`config.mk`:
```
export PLATFORM = sky130hd
export DESIGN_NAME = rkic_top
export DESIGN_NICKNAME = d
export VERILOG_FILES = /design/src/rtl/rkic_pkg.sv /design/src/rtl/rkic_tally_if.sv /design/src/rtl/rkic_top.sv /design/src/rtl/rkic_tally.sv
export SDC_FILE = /design/constraint.sdc
export NUM_CORES = 1
export LEC_CHECK = 0
export BUFFER_PORTS_ARGS = -buffer_cell sky130_fd_sc_hd__buf_4
export CAP_MARGIN = 20
export CORE_MARGIN = 4
export CORE_UTILIZATION = 62
export CTS_CLUSTER_DIAMETER = 120
export DETAILED_ROUTE_END_ITERATION = 6
export GPL_ROUTABILITY_DRIVEN = 0
export PLACE_DENSITY = 0.83
export SYNTH_ARGS = -nofsm -noshare
export SYNTH_HDL_FRONTEND = slang
export SYNTH_HIERARCHICAL = 1
export SYNTH_SLANG_ARGS = --single-unit
```
`constraint.sdc`:
```
create_clock -name clk -period 4.7 [get_ports clk]
set_input_delay 0.94 -clock clk [delete_from_list [all_inputs] [get_ports clk]]
set_output_delay 0.94 -clock clk [all_outputs]
set_load 0.03 [all_outputs]
```
`src/rtl/rkic_pkg.sv`:
```
// Constants for the RTC key, interrupt and pin-configuration block.
// Assumes an 8-bit special function register bus from the on-chip core.
package rkic_pkg;

	// Register addresses
	localparam logic [7:0] OFF_SETUP = 8'hA1;
	localparam logic [7:0] OFF_FRAC = 8'hA2;
	localparam logic [7:0] OFF_SEC = 8'hA3;
	localparam logic [7:0] OFF_MIN = 8'hA4;
	localparam logic [7:0] OFF_HOUR = 8'hA5;
	localparam logic [7:0] OFF_ALARM = 8'hA6;
	localparam logic [7:0] OFF_KEY = 8'hC1;
	localparam logic [7:0] OFF_POWER = 8'hC5;
	localparam logic [7:0] OFF_PINCFG = 8'hFF;

	// Unlock key values
	localparam logic [7:0] KEY_POWER = 8'hA7;
	localparam logic [7:0] KEY_TIME = 8'hEA;
	localparam logic [7:0] KEY_RESET = 8'h00;

	// rtc_setup fields
	localparam int SETUP_IVL_EN = 0;
	localparam int SETUP_DAY_LEN = 1;
	localparam int SETUP_ALARM_FLAG = 2;
	localparam int SETUP_DAYWRAP_FLAG = 3;
	localparam logic [7:0] SETUP_RESET = 8'h00;
	localparam logic [7:0] SETUP_MASK = 8'h0F;

	// pin_and_cal_config fields
	localparam int PIN_CAL_EN = 7;
	localparam int PIN_CAL_FREQ_CHOICE_HI = 6;
	localparam int PIN_CAL_FREQ_CHOICE_LO = 5;
	localparam int PIN_B_HI = 3;
	localparam int PIN_B_LO = 1;
	localparam int PIN_A_EN = 0;
	localparam logic [7:0] PIN_RESET = 8'h00;
	localparam logic [7:0] PIN_MASK = 8'hEF;

	// Counter wrap values
	localparam logic [7:0] WRAP_FRAC = 8'h7F;
	localparam logic [7:0] WRAP_SIXTY = 8'h3B;
	localparam logic [7:0] WRAP_HOUR24 = 8'h17;
	localparam logic [7:0] WRAP_HOUR256 = 8'hFF;
	localparam logic [7:0] TALLY_RESET = 8'h00;

	// Crystal prescaler: 256 crystal edges per 1/128 s tick
	localparam int PRESC_W = 15;
	localparam logic [7:0] PRESC_TICK = 8'hFF;
	localparam int CAL_BIT_1HZ = 14;
	localparam int CAL_BIT_512HZ = 5;
	localparam int CAL_BIT_16KHZ = 0;

	// Calibration frequency choices
	typedef enum logic [1:0] {
		CAL_FREQ_CHOICE_1HZ,
		CAL_FREQ_CHOICE_512HZ,
		CAL_FREQ_CHOICE_500HZ,
		CAL_FREQ_CHOICE_16KHZ
	} rkic_cal_freq_choice_e;

endpackage

```
`src/rtl/rkic_tally_if.sv`:
```
// Carrier between the main block and one wrapping time counter.
// Assumes the user side drives increment, load and wrap value.
`timescale 1ns/10ps
interface rkic_tally_if #(parameter int W = 8);
	logic inc;
	logic load;
	logic [W-1:0] loadVal;
	logic [W-1:0] wrapAt;
	logic [W-1:0] value;
	logic carry;

	modport tally (input inc, input load, input loadVal, input wrapAt,
		output value, output carry);
	modport user (output inc, output load, output loadVal, output wrapAt,
		input value, input carry);
endinterface

```
`src/rtl/rkic_top.sv`:
```
// Overview of operation
// - Calibration enable drives pulse onto pin
// - Two-bit field picks calibration frequency
// - Pin function fields decode both interrupt pins
// - Power write needs key A7 first
// - Time and pin writes need key EA
// - Time counters advance on crystal edges
// - Setup and alarm writes land on tick
// - Counters keep running while being read
// - Hours wrap at 23 or 255
// - Day wrap sets flag and pending request
// - Day wrap wakes core from deep sleep
// - One enable gates both interrupt sources
// - Vectoring clears the pending request
// - Disabled interrupt keeps request pending
// - Flags stay set until software clears
// - Wake repeats until request is serviced
// - Fractional counter wraps 127, bumps seconds
// - Seconds and minutes wrap at 59
// - Counters cleared only by power-on reset
// - Interval match sets alarm and request
//
// Holds the RTC key protection, counters, flags, wake and pin config.
// Assumes the core drives the register strobes on clk; crystal is async.
`timescale 1ns/10ps
module rkic_top import rkic_pkg::*; (
	// Clock, power-on reset and warm reset
	input wire logic clk,
	input wire logic nrst,
	input wire logic warmRst,
	// Crystal clock pin
	input wire logic xtalClk,
	// Register port from the core
	input wire logic [7:0] sfrAddr,
	input wire logic sfrWrEn,
	input wire logic [7:0] sfrWrData,
	input wire logic sfrRdEn,
	output logic [7:0] sfrRdData,
	// Interrupt and sleep handshake
	input wire logic rtcIrqEnable,
	input wire logic irqVectorAck,
	input wire logic deepSleep,
	output logic rtcIrqReq,
	output logic wakeReq,
	// Power control write port
	output logic powerCtrlWrStb,
	output logic [7:0] powerCtrlWrData,
	// Calibration pin
	output logic calPinOut,
	output logic calPinOe,
	// Interrupt pin functions
	output logic irqPinBGpio,
	output logic batteryControlInput,
	output logic irqPinBEnable,
	output logic irqPinAEnable
);

	logic [7:0] keyReg;
	logic [7:0] keyNext;
	logic [7:0] pinCfgReg;
	logic [7:0] setupReg;
	logic [7:0] setupShadowReg;
	logic setupPendReg;
	logic [7:0] alarmTargetReg;
	logic [7:0] alarmShadowReg;
	logic alarmPendReg;
	logic [7:0] intervalCntReg;
	logic irqPendReg;
	logic irqPendNext;
	logic xtalS1Reg;
	logic xtalS2Reg;
	logic xtalS3Reg;
	logic [PRESC_W-1:0] prescReg;
	logic [1:0] tickWaitReg;

	// Crystal synchroniser; the first stage feeds only the second
	always_ff @(posedge clk or negedge nrst) begin
		if (!nrst) begin
			xtalS1Reg <= 1'b0;
			xtalS2Reg <= 1'b0;
			xtalS3Reg <= 1'b0;
		end else begin
			xtalS1Reg <= xtalClk;
			xtalS2Reg <= xtalS1Reg;
			xtalS3Reg <= xtalS2Reg;
		end
	end

	// Crystal edge, 128 Hz tick and calibration tap
	wire xtalEdge = xtalS2Reg && !xtalS3Reg;
	wire fracTick = xtalEdge && (prescReg[7:0] == PRESC_TICK);
	wire [1:0] cal_freq_choice = pinCfgReg[PIN_CAL_FREQ_CHOICE_HI:PIN_CAL_FREQ_CHOICE_LO];
	wire calTap = (cal_freq_choice == CAL_FREQ_CHOICE_1HZ) ? prescReg[CAL_BIT_1HZ] :
		(cal_freq_choice == CAL_FREQ_CHOICE_16KHZ) ? prescReg[CAL_BIT_16KHZ] : prescReg[CAL_BIT_512HZ];

	always_ff @(posedge clk or negedge nrst) begin
		if (!nrst) begin
			prescReg <= '0;
		end else if (xtalEdge) begin
			prescReg <= prescReg + 1'b1;
		end
	end

	// Register decode
	wire timeUnlocked = (keyReg == KEY_TIME);
	wire powerUnlocked = (keyReg == KEY_POWER);
	wire wrKey = sfrWrEn && (sfrAddr == OFF_KEY);
	wire wrSetup = sfrWrEn && (sfrAddr == OFF_SETUP);
	wire wrAlarm = sfrWrEn && (sfrAddr == OFF_ALARM);
	wire tryPin = sfrWrEn && (sfrAddr == OFF_PINCFG);
	wire tryTally = sfrWrEn && (sfrAddr >= OFF_FRAC) && (sfrAddr <= OFF_HOUR);
	wire tryPower = sfrWrEn && (sfrAddr == OFF_POWER);
	wire wrPin = tryPin && timeUnlocked;
	wire wrTally = tryTally && timeUnlocked;
	wire wrPower = tryPower && powerUnlocked;
	wire protAccepted = wrPin || wrTally || wrPower;
	wire [1:0] tallySel = 2'(sfrAddr - OFF_FRAC);

	assign keyNext = wrKey ? sfrWrData : (protAccepted ? KEY_RESET : keyReg);

	// Key register; warm reset relocks
	always_ff @(posedge clk or negedge nrst) begin
		if (!nrst) begin
			keyReg <= KEY_RESET;
		end else if (warmRst) begin
			keyReg <= KEY_RESET;
		end else begin
			keyReg <= keyNext;
		end
	end

	// pin config changes only on keyed write, warm reset or power-on reset
	always_ff @(posedge clk or negedge nrst) begin
		if (!nrst) begin
			pinCfgReg <= PIN_RESET;
		end else if (warmRst) begin
			pinCfgReg <= PIN_RESET;
		end else if (wrPin) begin
			pinCfgReg <= sfrWrData & PIN_MASK;
		end
	end

	// Time counters: fractional, seconds, minutes, hours
	rkic_tally_if #(.W(8)) tIf[4] ();
	wire dayLen = setupReg[SETUP_DAY_LEN];

	genvar gi;
	for (gi = 0; gi < 4; gi++) begin : gTally
		if (gi == 0) begin : gHead
			assign tIf[gi].inc = fracTick;
			assign tIf[gi].wrapAt = WRAP_FRAC;
		end else begin : gBody
			assign tIf[gi].inc = tIf[gi-1].carry;
			assign tIf[gi].wrapAt = (gi < 3) ? WRAP_SIXTY :
				(dayLen ? WRAP_HOUR24 : WRAP_HOUR256);
		end
		assign tIf[gi].load = wrTally && (tallySel == 2'(gi));
		assign tIf[gi].loadVal = sfrWrData;
		rkic_tally #(.W(8)) uTally (
			.clk(clk),
			.nrst(nrst),
			.port(tIf[gi])
		);
	end

	// Events
	wire dayWrap = tIf[3].carry;
	wire secTick = tIf[0].carry;
	wire [7:0] intervalNext = intervalCntReg + 8'h01;
	wire alarmEvent = secTick && setupReg[SETUP_IVL_EN] && (intervalNext == alarmTargetReg);
	wire applySetup = fracTick && setupPendReg;
	wire applyAlarm = fracTick && alarmPendReg;

	// shadows wait for the 128 Hz tick
	always_ff @(posedge clk or negedge nrst) begin
		if (!nrst) begin
			setupShadowReg <= SETUP_RESET;
			setupPendReg <= 1'b0;
			alarmShadowReg <= 8'h00;
			alarmPendReg <= 1'b0;
		end else begin
			if (wrSetup) begin
				setupShadowReg <= sfrWrData;
			end
			setupPendReg <= wrSetup || (setupPendReg && !fracTick);
			if (wrAlarm) begin
				alarmShadowReg <= sfrWrData;
			end
			alarmPendReg <= wrAlarm || (alarmPendReg && !fracTick);
		end
	end

	// Setup register bits as applied on the tick
	wire [7:0] setupApplied = applySetup ? (setupShadowReg & SETUP_MASK) : setupReg;
	// writing zero clears a flag, events win
	wire alarmFlagNext = (applySetup ? setupShadowReg[SETUP_ALARM_FLAG] &&
		setupReg[SETUP_ALARM_FLAG] : setupReg[SETUP_ALARM_FLAG]) || alarmEvent;
	wire dayFlagNext = (applySetup ? setupShadowReg[SETUP_DAYWRAP_FLAG] &&
		setupReg[SETUP_DAYWRAP_FLAG] : setupReg[SETUP_DAYWRAP_FLAG]) || dayWrap;

	// Active setup, alarm target and interval count
	always_ff @(posedge clk or negedge nrst) begin
		if (!nrst) begin
			setupReg <= SETUP_RESET;
			alarmTargetReg <= 8'h00;
			intervalCntReg <= 8'h00;
		end else begin
			setupReg <= {setupApplied[7:4], dayFlagNext, alarmFlagNext, setupApplied[1:0]};
			if (applyAlarm) begin
				alarmTargetReg <= alarmShadowReg;
			end
			if (!setupReg[SETUP_IVL_EN] || alarmEvent) begin
				intervalCntReg <= 8'h00;
			end else if (secTick) begin
				intervalCntReg <= intervalNext;
			end
		end
	end

	assign irqPendNext = (irqPendReg && !(irqVectorAck && rtcIrqEnable)) ||
		dayWrap || alarmEvent;

	// Pending request, requests, wake and power write
	always_ff @(posedge clk or negedge nrst) begin
		if (!nrst) begin
			irqPendReg <= 1'b0;
			rtcIrqReq <= 1'b0;
			wakeReq <= 1'b0;
			powerCtrlWrStb <= 1'b0;
			powerCtrlWrData <= 8'h00;
		end else begin
			irqPendReg <= irqPendNext;
			rtcIrqReq <= irqPendNext && rtcIrqEnable;
			wakeReq <= irqPendNext && deepSleep;
			powerCtrlWrStb <= wrPower;
			if (wrPower) begin
				powerCtrlWrData <= sfrWrData;
			end
		end
	end

	wire pinBGpioNext = pinCfgReg[2:1] == 2'b00;
	wire pinBBattNext = pinCfgReg[2:1] == 2'b01;
	wire pinBEnNext = pinCfgReg[PIN_B_HI:PIN_B_LO+1] == 2'b11;

	// Pin and calibration outputs
	always_ff @(posedge clk or negedge nrst) begin
		if (!nrst) begin
			calPinOut <= 1'b0;
			calPinOe <= 1'b0;
			irqPinBGpio <= 1'b1;
			batteryControlInput <= 1'b0;
			irqPinBEnable <= 1'b0;
			irqPinAEnable <= 1'b0;
		end else begin
			// drive pulse when enabled, tap choice
			calPinOut <= pinCfgReg[PIN_CAL_EN] && calTap;
			calPinOe <= pinCfgReg[PIN_CAL_EN];
			irqPinBGpio <= pinBGpioNext;
			batteryControlInput <= pinBBattNext;
			irqPinBEnable <= pinBEnNext;
			irqPinAEnable <= pinCfgReg[PIN_A_EN];
		end
	end

	// live counter values returned while counting
	wire [7:0] rdMux =
		(sfrAddr == OFF_SETUP) ? setupReg :
		(sfrAddr == OFF_FRAC) ? tIf[0].value :
		(sfrAddr == OFF_SEC) ? tIf[1].value :
		(sfrAddr == OFF_MIN) ? tIf[2].value :
		(sfrAddr == OFF_HOUR) ? tIf[3].value :
		(sfrAddr == OFF_ALARM) ? alarmTargetReg :
		(sfrAddr == OFF_KEY) ? keyReg :
		(sfrAddr == OFF_PINCFG) ? pinCfgReg : 8'h00;

	// Read data register
	always_ff @(posedge clk or negedge nrst) begin
		if (!nrst) begin
			sfrRdData <= 8'h00;
		end else if (sfrRdEn) begin
			sfrRdData <= rdMux;
		end
	end

	// Ticks seen while a setup write waits
	always_ff @(posedge clk or negedge nrst) begin
		if (!nrst) begin
			tickWaitReg <= 2'b00;
		end else if (!setupPendReg || wrSetup) begin
			tickWaitReg <= 2'b00;
		end else if (fracTick && tickWaitReg != 2'b11) begin
			tickWaitReg <= tickWaitReg + 2'b01;
		end
	end

	a_setup_tick_bound: assert property (@(posedge clk) disable iff (!nrst)
		setupPendReg |-> tickWaitReg == 2'b00)
		else $error("setup write waited past its tick");

	a_power_key_gate: assert property (@(posedge clk) disable iff (!nrst)
		powerCtrlWrStb |-> $past(keyReg) == KEY_POWER)
		else $error("power write without its key");

	a_pin_unkeyed: assert property (@(posedge clk) disable iff (!nrst || warmRst)
		tryPin && keyReg != KEY_TIME |=> $stable(pinCfgReg))
		else $error("unkeyed pin config write took effect");

	a_key_consumed: assert property (@(posedge clk) disable iff (!nrst)
		tryTally && keyReg == KEY_TIME |=> keyReg == KEY_RESET)
		else $error("key not consumed by protected write");

	a_day_flag_irq: assert property (@(posedge clk) disable iff (!nrst)
		dayWrap |=> setupReg[SETUP_DAYWRAP_FLAG] && irqPendReg)
		else $error("day wrap lost flag or request");

	a_hour_24_wrap: assert property (@(posedge clk) disable iff (!nrst)
		dayWrap && dayLen |-> tIf[3].value == WRAP_HOUR24)
		else $error("24-hour wrap at wrong hour");

	a_irq_held: assert property (@(posedge clk) disable iff (!nrst)
		irqPendReg && !rtcIrqEnable |=> irqPendReg ##1 !rtcIrqReq || rtcIrqEnable)
		else $error("pending request dropped while disabled");

	a_irq_vector_clear: assert property (@(posedge clk) disable iff (!nrst)
		irqPendReg && rtcIrqEnable && irqVectorAck && !dayWrap && !alarmEvent
		|=> !irqPendReg)
		else $error("vectoring did not clear request");

	a_wake_repeat: assert property (@(posedge clk) disable iff (!nrst)
		irqPendReg && deepSleep && !irqVectorAck |=> wakeReq)
		else $error("no wake while request pending");

	a_cal_drive: assert property (@(posedge clk) disable iff (!nrst || warmRst)
		pinCfgReg[PIN_CAL_EN] |=> calPinOe)
		else $error("calibration pin not driven");

	a_alarm_flag: assert property (@(posedge clk) disable iff (!nrst)
		alarmEvent |=> setupReg[SETUP_ALARM_FLAG] && irqPendReg)
		else $error("alarm match lost flag or request");

endmodule

```
`src/rtl/rkic_tally.sv`:
```
// One wrapping time counter with a load port that beats the increment.
// Assumes inc is a single-cycle enable from the crystal tick logic.
`timescale 1ns/10ps
module rkic_tally import rkic_pkg::*; #(parameter int W = 8) (
	// Clock and power-on reset
	input wire logic clk,
	input wire logic nrst,
	// Counter carrier
	rkic_tally_if.tally port
);
	logic [W-1:0] valueReg;
	logic [W-1:0] valueNext;
	logic atWrap;

	// Wrap detect and next value
	assign atWrap = (valueReg == port.wrapAt);
	assign port.carry = port.inc && atWrap && !port.load;
	assign port.value = valueReg;
	assign valueNext = port.load ? port.loadVal :
		(port.inc ? (atWrap ? '0 : valueReg + 1'b1) : valueReg);

	// Only power-on reset clears the count
	always_ff @(posedge clk or negedge nrst) begin
		if (!nrst) begin
			valueReg <= '0;
		end else begin
			valueReg <= valueNext;
		end
	end

	a_wrap_to_zero: assert property (@(posedge clk) disable iff (!nrst)
		port.carry |=> valueReg == '0)
		else $error("counter did not wrap to zero");

	a_idle_hold: assert property (@(posedge clk) disable iff (!nrst)
		!port.inc && !port.load |=> $stable(valueReg))
		else $error("counter moved without a tick or load");

endmodule

```
==> results.md <==
* Most common cell type on the critical path: nor4_2
* Maximum vdd ir drop at ~0.29 mV
* Most common cell after layout, fill and taps aside: dfrtp_1
* Worst-path cell chain: buf_4 > nand2b_1 > nor3_1 > o2111ai_1 > buf_4 > nor2_1 > nor4_2 > inv_1 > nor4_2 > inv_1 > nor4_2 > buf_4 > inv_1 > nor4_2 > o31a_1
* Crit. End Element: flip-flop
* Vias in the first global route at roughly 6,400
* Final setup vio count at 0
* Crit path to: rtcIrqReq
* Max-slew violation count at 0
* Critical Path Slowest Stage Cell: nor4_2
* Highest-count cells in the layout ignoring fill and taps: dfrtp_1, buf_4, nand2_1, a21oi_1
* Net count reported at finish at 843
* PostCTS Resize Cnt at 0
* Data arrival time of the critical path at approximately 4.5 ns
* Global-route wire length before repair at roughly 34 mm
* Overall overflow remaining after global route at 0
* CTS sink cnt at approximately 130
* Startpoint Class: input pin
* Chip height at ~120 µm
* H-tree lvl count at 4
* Total count of hold-check failures in the final report at 0
* Power Dens Cells at about 320 mW/mm²
* Global-route total usage across every layer at 0.302
* Post-Syn Instances at 734
* Async set or reset register ratio after synthesis at 1.00
* Detail Placement HPWL at 14.5 mm
* Post-detailed-route count of antenna-violating nets at 0
* Detailed-route wire length per cell at approximately 21 µm
* Design Area, Final at approximately 0.0091 mm²
* Leakage power summed over all cells at 0.00401 µW
* Cts bufs inserted at 17
* Share of synthesized area occupied by flip-flops and latches at 0.400
* Share of final-layout standard cells stronger than drive strength 1 at 0.251
* Starting Density at 0.643
* Slowest stage delay, CP at between 0.4 and 0.5 ns
* Worst R2R Start: prescReg[0]
* Worst min-delay path category: flip-flop to flip-flop
* Warnings, synthesis at 6
* Die area at between 0.01 and 0.015 mm²
* Setup bufs post-CTS at 0
* Max Cap Violations at 0
* Flop and latch count out of synthesis at 125
* Number of synthesized flops with an enable pin at 0
* Endpoint of the lowest-slack register-to-register path: rtcIrqReq
* Clock root buffer: clkbuf_16
* Average vias per placed instance at between 6 and 7
* Peak fanout along the critical path at 22
* Overall die width at 120 µm
* Clock latency on the worst-skew pair at approximately 0.42 ns
* Measured slew at the worst slew-check pin at between 0.7 and 0.8 ns
* Placed inst area at around 0.0084 mm²
* Total Neg Setup Slack at 0 ns
* Clk slew on worst S/H paths at about 0.060 ns
* Post-synthesis instance area at between 0.007 and 0.008 mm²
* Worst slew margin relative to its limit at 0.521
* Placement row count at 40
* Maximum number of pins on one net before global-route repair at 49
* Time the final worst path needs with I/O delays and setup at 4.13 ns
* Buffers on Ports at between 40 and 50
* Relative area change from synthesis to final layout at 16.4%
* Mean instance size in the synthesized netlist at about 11 µm²
* Run status: complete, no violations
* Worst setup path startpoint: sfrAddr[1]
* Worst clock skew on the final layout at 0.00619 ns
* Antenna diode instance count at 0
* Number of antenna violations at the first check in global routing at 0
* Total of fill cells in the finished design at a little over 800
* Num ports at 50
* Required time at the worst-slack endpoint at roughly 5.1 ns
* Path type of the worst setup path: input pin to flip-flop
* Hold-fix buffer count after cts at 0
* Pre-antenna DRT Iters at 7
* Most instantiated flip-flop cell in the synthesis netlist: dfrtp_1
* Number of distinct standard cells referenced by the synthesized netlist at 72
* Largest buffer count on any clock path at 2
* Drt initial violations at 952
* Area of the core at about 0.012 mm²
* Fmax at 242 MHz
* RSZ-0062 raised after global routing: false
* Clock tree from TritonCTS: built
* Final clock period utilization by the worst path at 0.879
* Number of cells on the worst reg-to-reg path at 14
* Total wire length at 21.0 mm
* Register-to-register setup slack at about 0.63 ns
* Detailed-route DRC error count at 0
* Via count of the routed design at about 6,500
[metrics by stage]
stage               power [µW]  hold WS, ns   util  std cells  setup WS [ns]
CTS                       2880        0.358  0.748        993          0.666
global route              2970        0.379  0.748        993          0.308
finish                    2870        0.357  0.748        993          0.568
global placement          1360        0.337  0.692        961          0.447
detailed placement        1380        0.346  0.692        961          0.247
floorplan                 1280        0.331      -        760          0.279
[worst min-delay path by stage]
| stage | startpoint | to | cells after the start | slack (ns) |
|---|---|---|---|---|
| 2_1_floorplan | xtalS1Reg | xtalS2Reg | 0 | 0.33 |
| 5_1_grt | xtalS1Reg | xtalS2Reg | 0 | 0.38 |
| 3_3_place_gp | xtalS1Reg | xtalS2Reg | 0 | 0.34 |
| 4_1_cts | xtalS1Reg | xtalS2Reg | 0 | 0.36 |
| 6_report | xtalS1Reg | xtalS2Reg | 0 | 0.36 |
| 3_5_place_dp | xtalS1Reg | xtalS2Reg | 0 | 0.35 |
[flip-flops by register name (all words and copies together), names as in the netlist, 4 cells and up]
signal and count:
alarmShadowReg 8, alarmTargetReg 8, gTally.uTally/port.value 32, intervalCntReg 8, keyReg 8, pinCfgReg 7, powerCtrlWrData 8, prescReg 15
setupReg 4, setupShadowReg 4, sfrRdData 8
[critical path, delay by kind of cell]
kind	cells	cell delay, ns
compound gates	2	0.42
simple gates	7	1.91
buf+inv	6	1.21
[logic make-up (layout without fill, tap and decap cells)]
logic type / count (synthesis) / in the layout / synth area share
AND/OR/NAND/NOR: 270 / 270 / 0.244
multiplexers: 36 / 36 / 0.0514
flip-flops: 125 / 125 / 0.400
adder cells (fa/ha/maj): 6 / 6 / 0.00960
AO/OA/AOI/OAI: 189 / 189 / 0.167
buffers and inverters: 45 / 110 / 0.0294
XOR/XNOR: 61 / 61 / 0.0971
other: 2 / 28 / 0.000961
[synth_stat cells (5+ instances only)]
cell,n,area (µm²)
clkbuf_1,5,18.8
nand4_4,8,170
nor4b_2,9,135
o22ai_1,27,169
a22o_1,16,140
inv_1,17,63.8
mux2_2,33,372
nor2b_1,15,93.8
a21oi_2,5,43.8
and4_1,9,78.8
xnor2_1,24,210
a21oi_1,39,195
xnor2_2,20,325
nor3b_1,22,165
o21ai_1,5,25.0
buf_2,8,40.0
and3_1,16,100
nand2_1,53,199
nand4_1,9,56.3
a22oi_1,6,45.0
dfrtp_1,124,3100
nor2_1,33,124
and2_1,10,62.6
a31oi_1,11,68.8
nor3_4,5,81.3
o211ai_1,23,173
o21ai_0,19,95.1
nand3_1,10,50.1
ha_1,6,75.1
a21o_1,6,45.0
xor2_1,13,114
a221oi_1,5,43.8
nand2b_1,26,163
buf_4,13,97.6
[metal layers]
layer  track usage  up-vias  share of wire  wire length, µm
met1         0.400     3187           0.40             8380
li1              -     2872              -                -
met4         0.124        0          0.037              788
met2         0.469      378           0.47             9830
met5             0        -              0                0
met3        0.0884       80          0.097             2040
[power by group]
part           switching, µW  internal [µW]
sequential              36.2           1110
clock                    496           1010
combinational            135           80.2
total                    667           2200
[cell type report]
cell class,instances,area (µm²),share of cell area
timing repair buffer,61,458,0.0503
inverter,17,63.8,0.00701
sequential,125,3130,0.344
clock buffer,19,443,0.0487
multi-input combinational,590,4560,0.501
tap,168,210,0.0231
clock inverter,13,238,0.0261
Note: power is estimated with default switching activity, not from simulation.
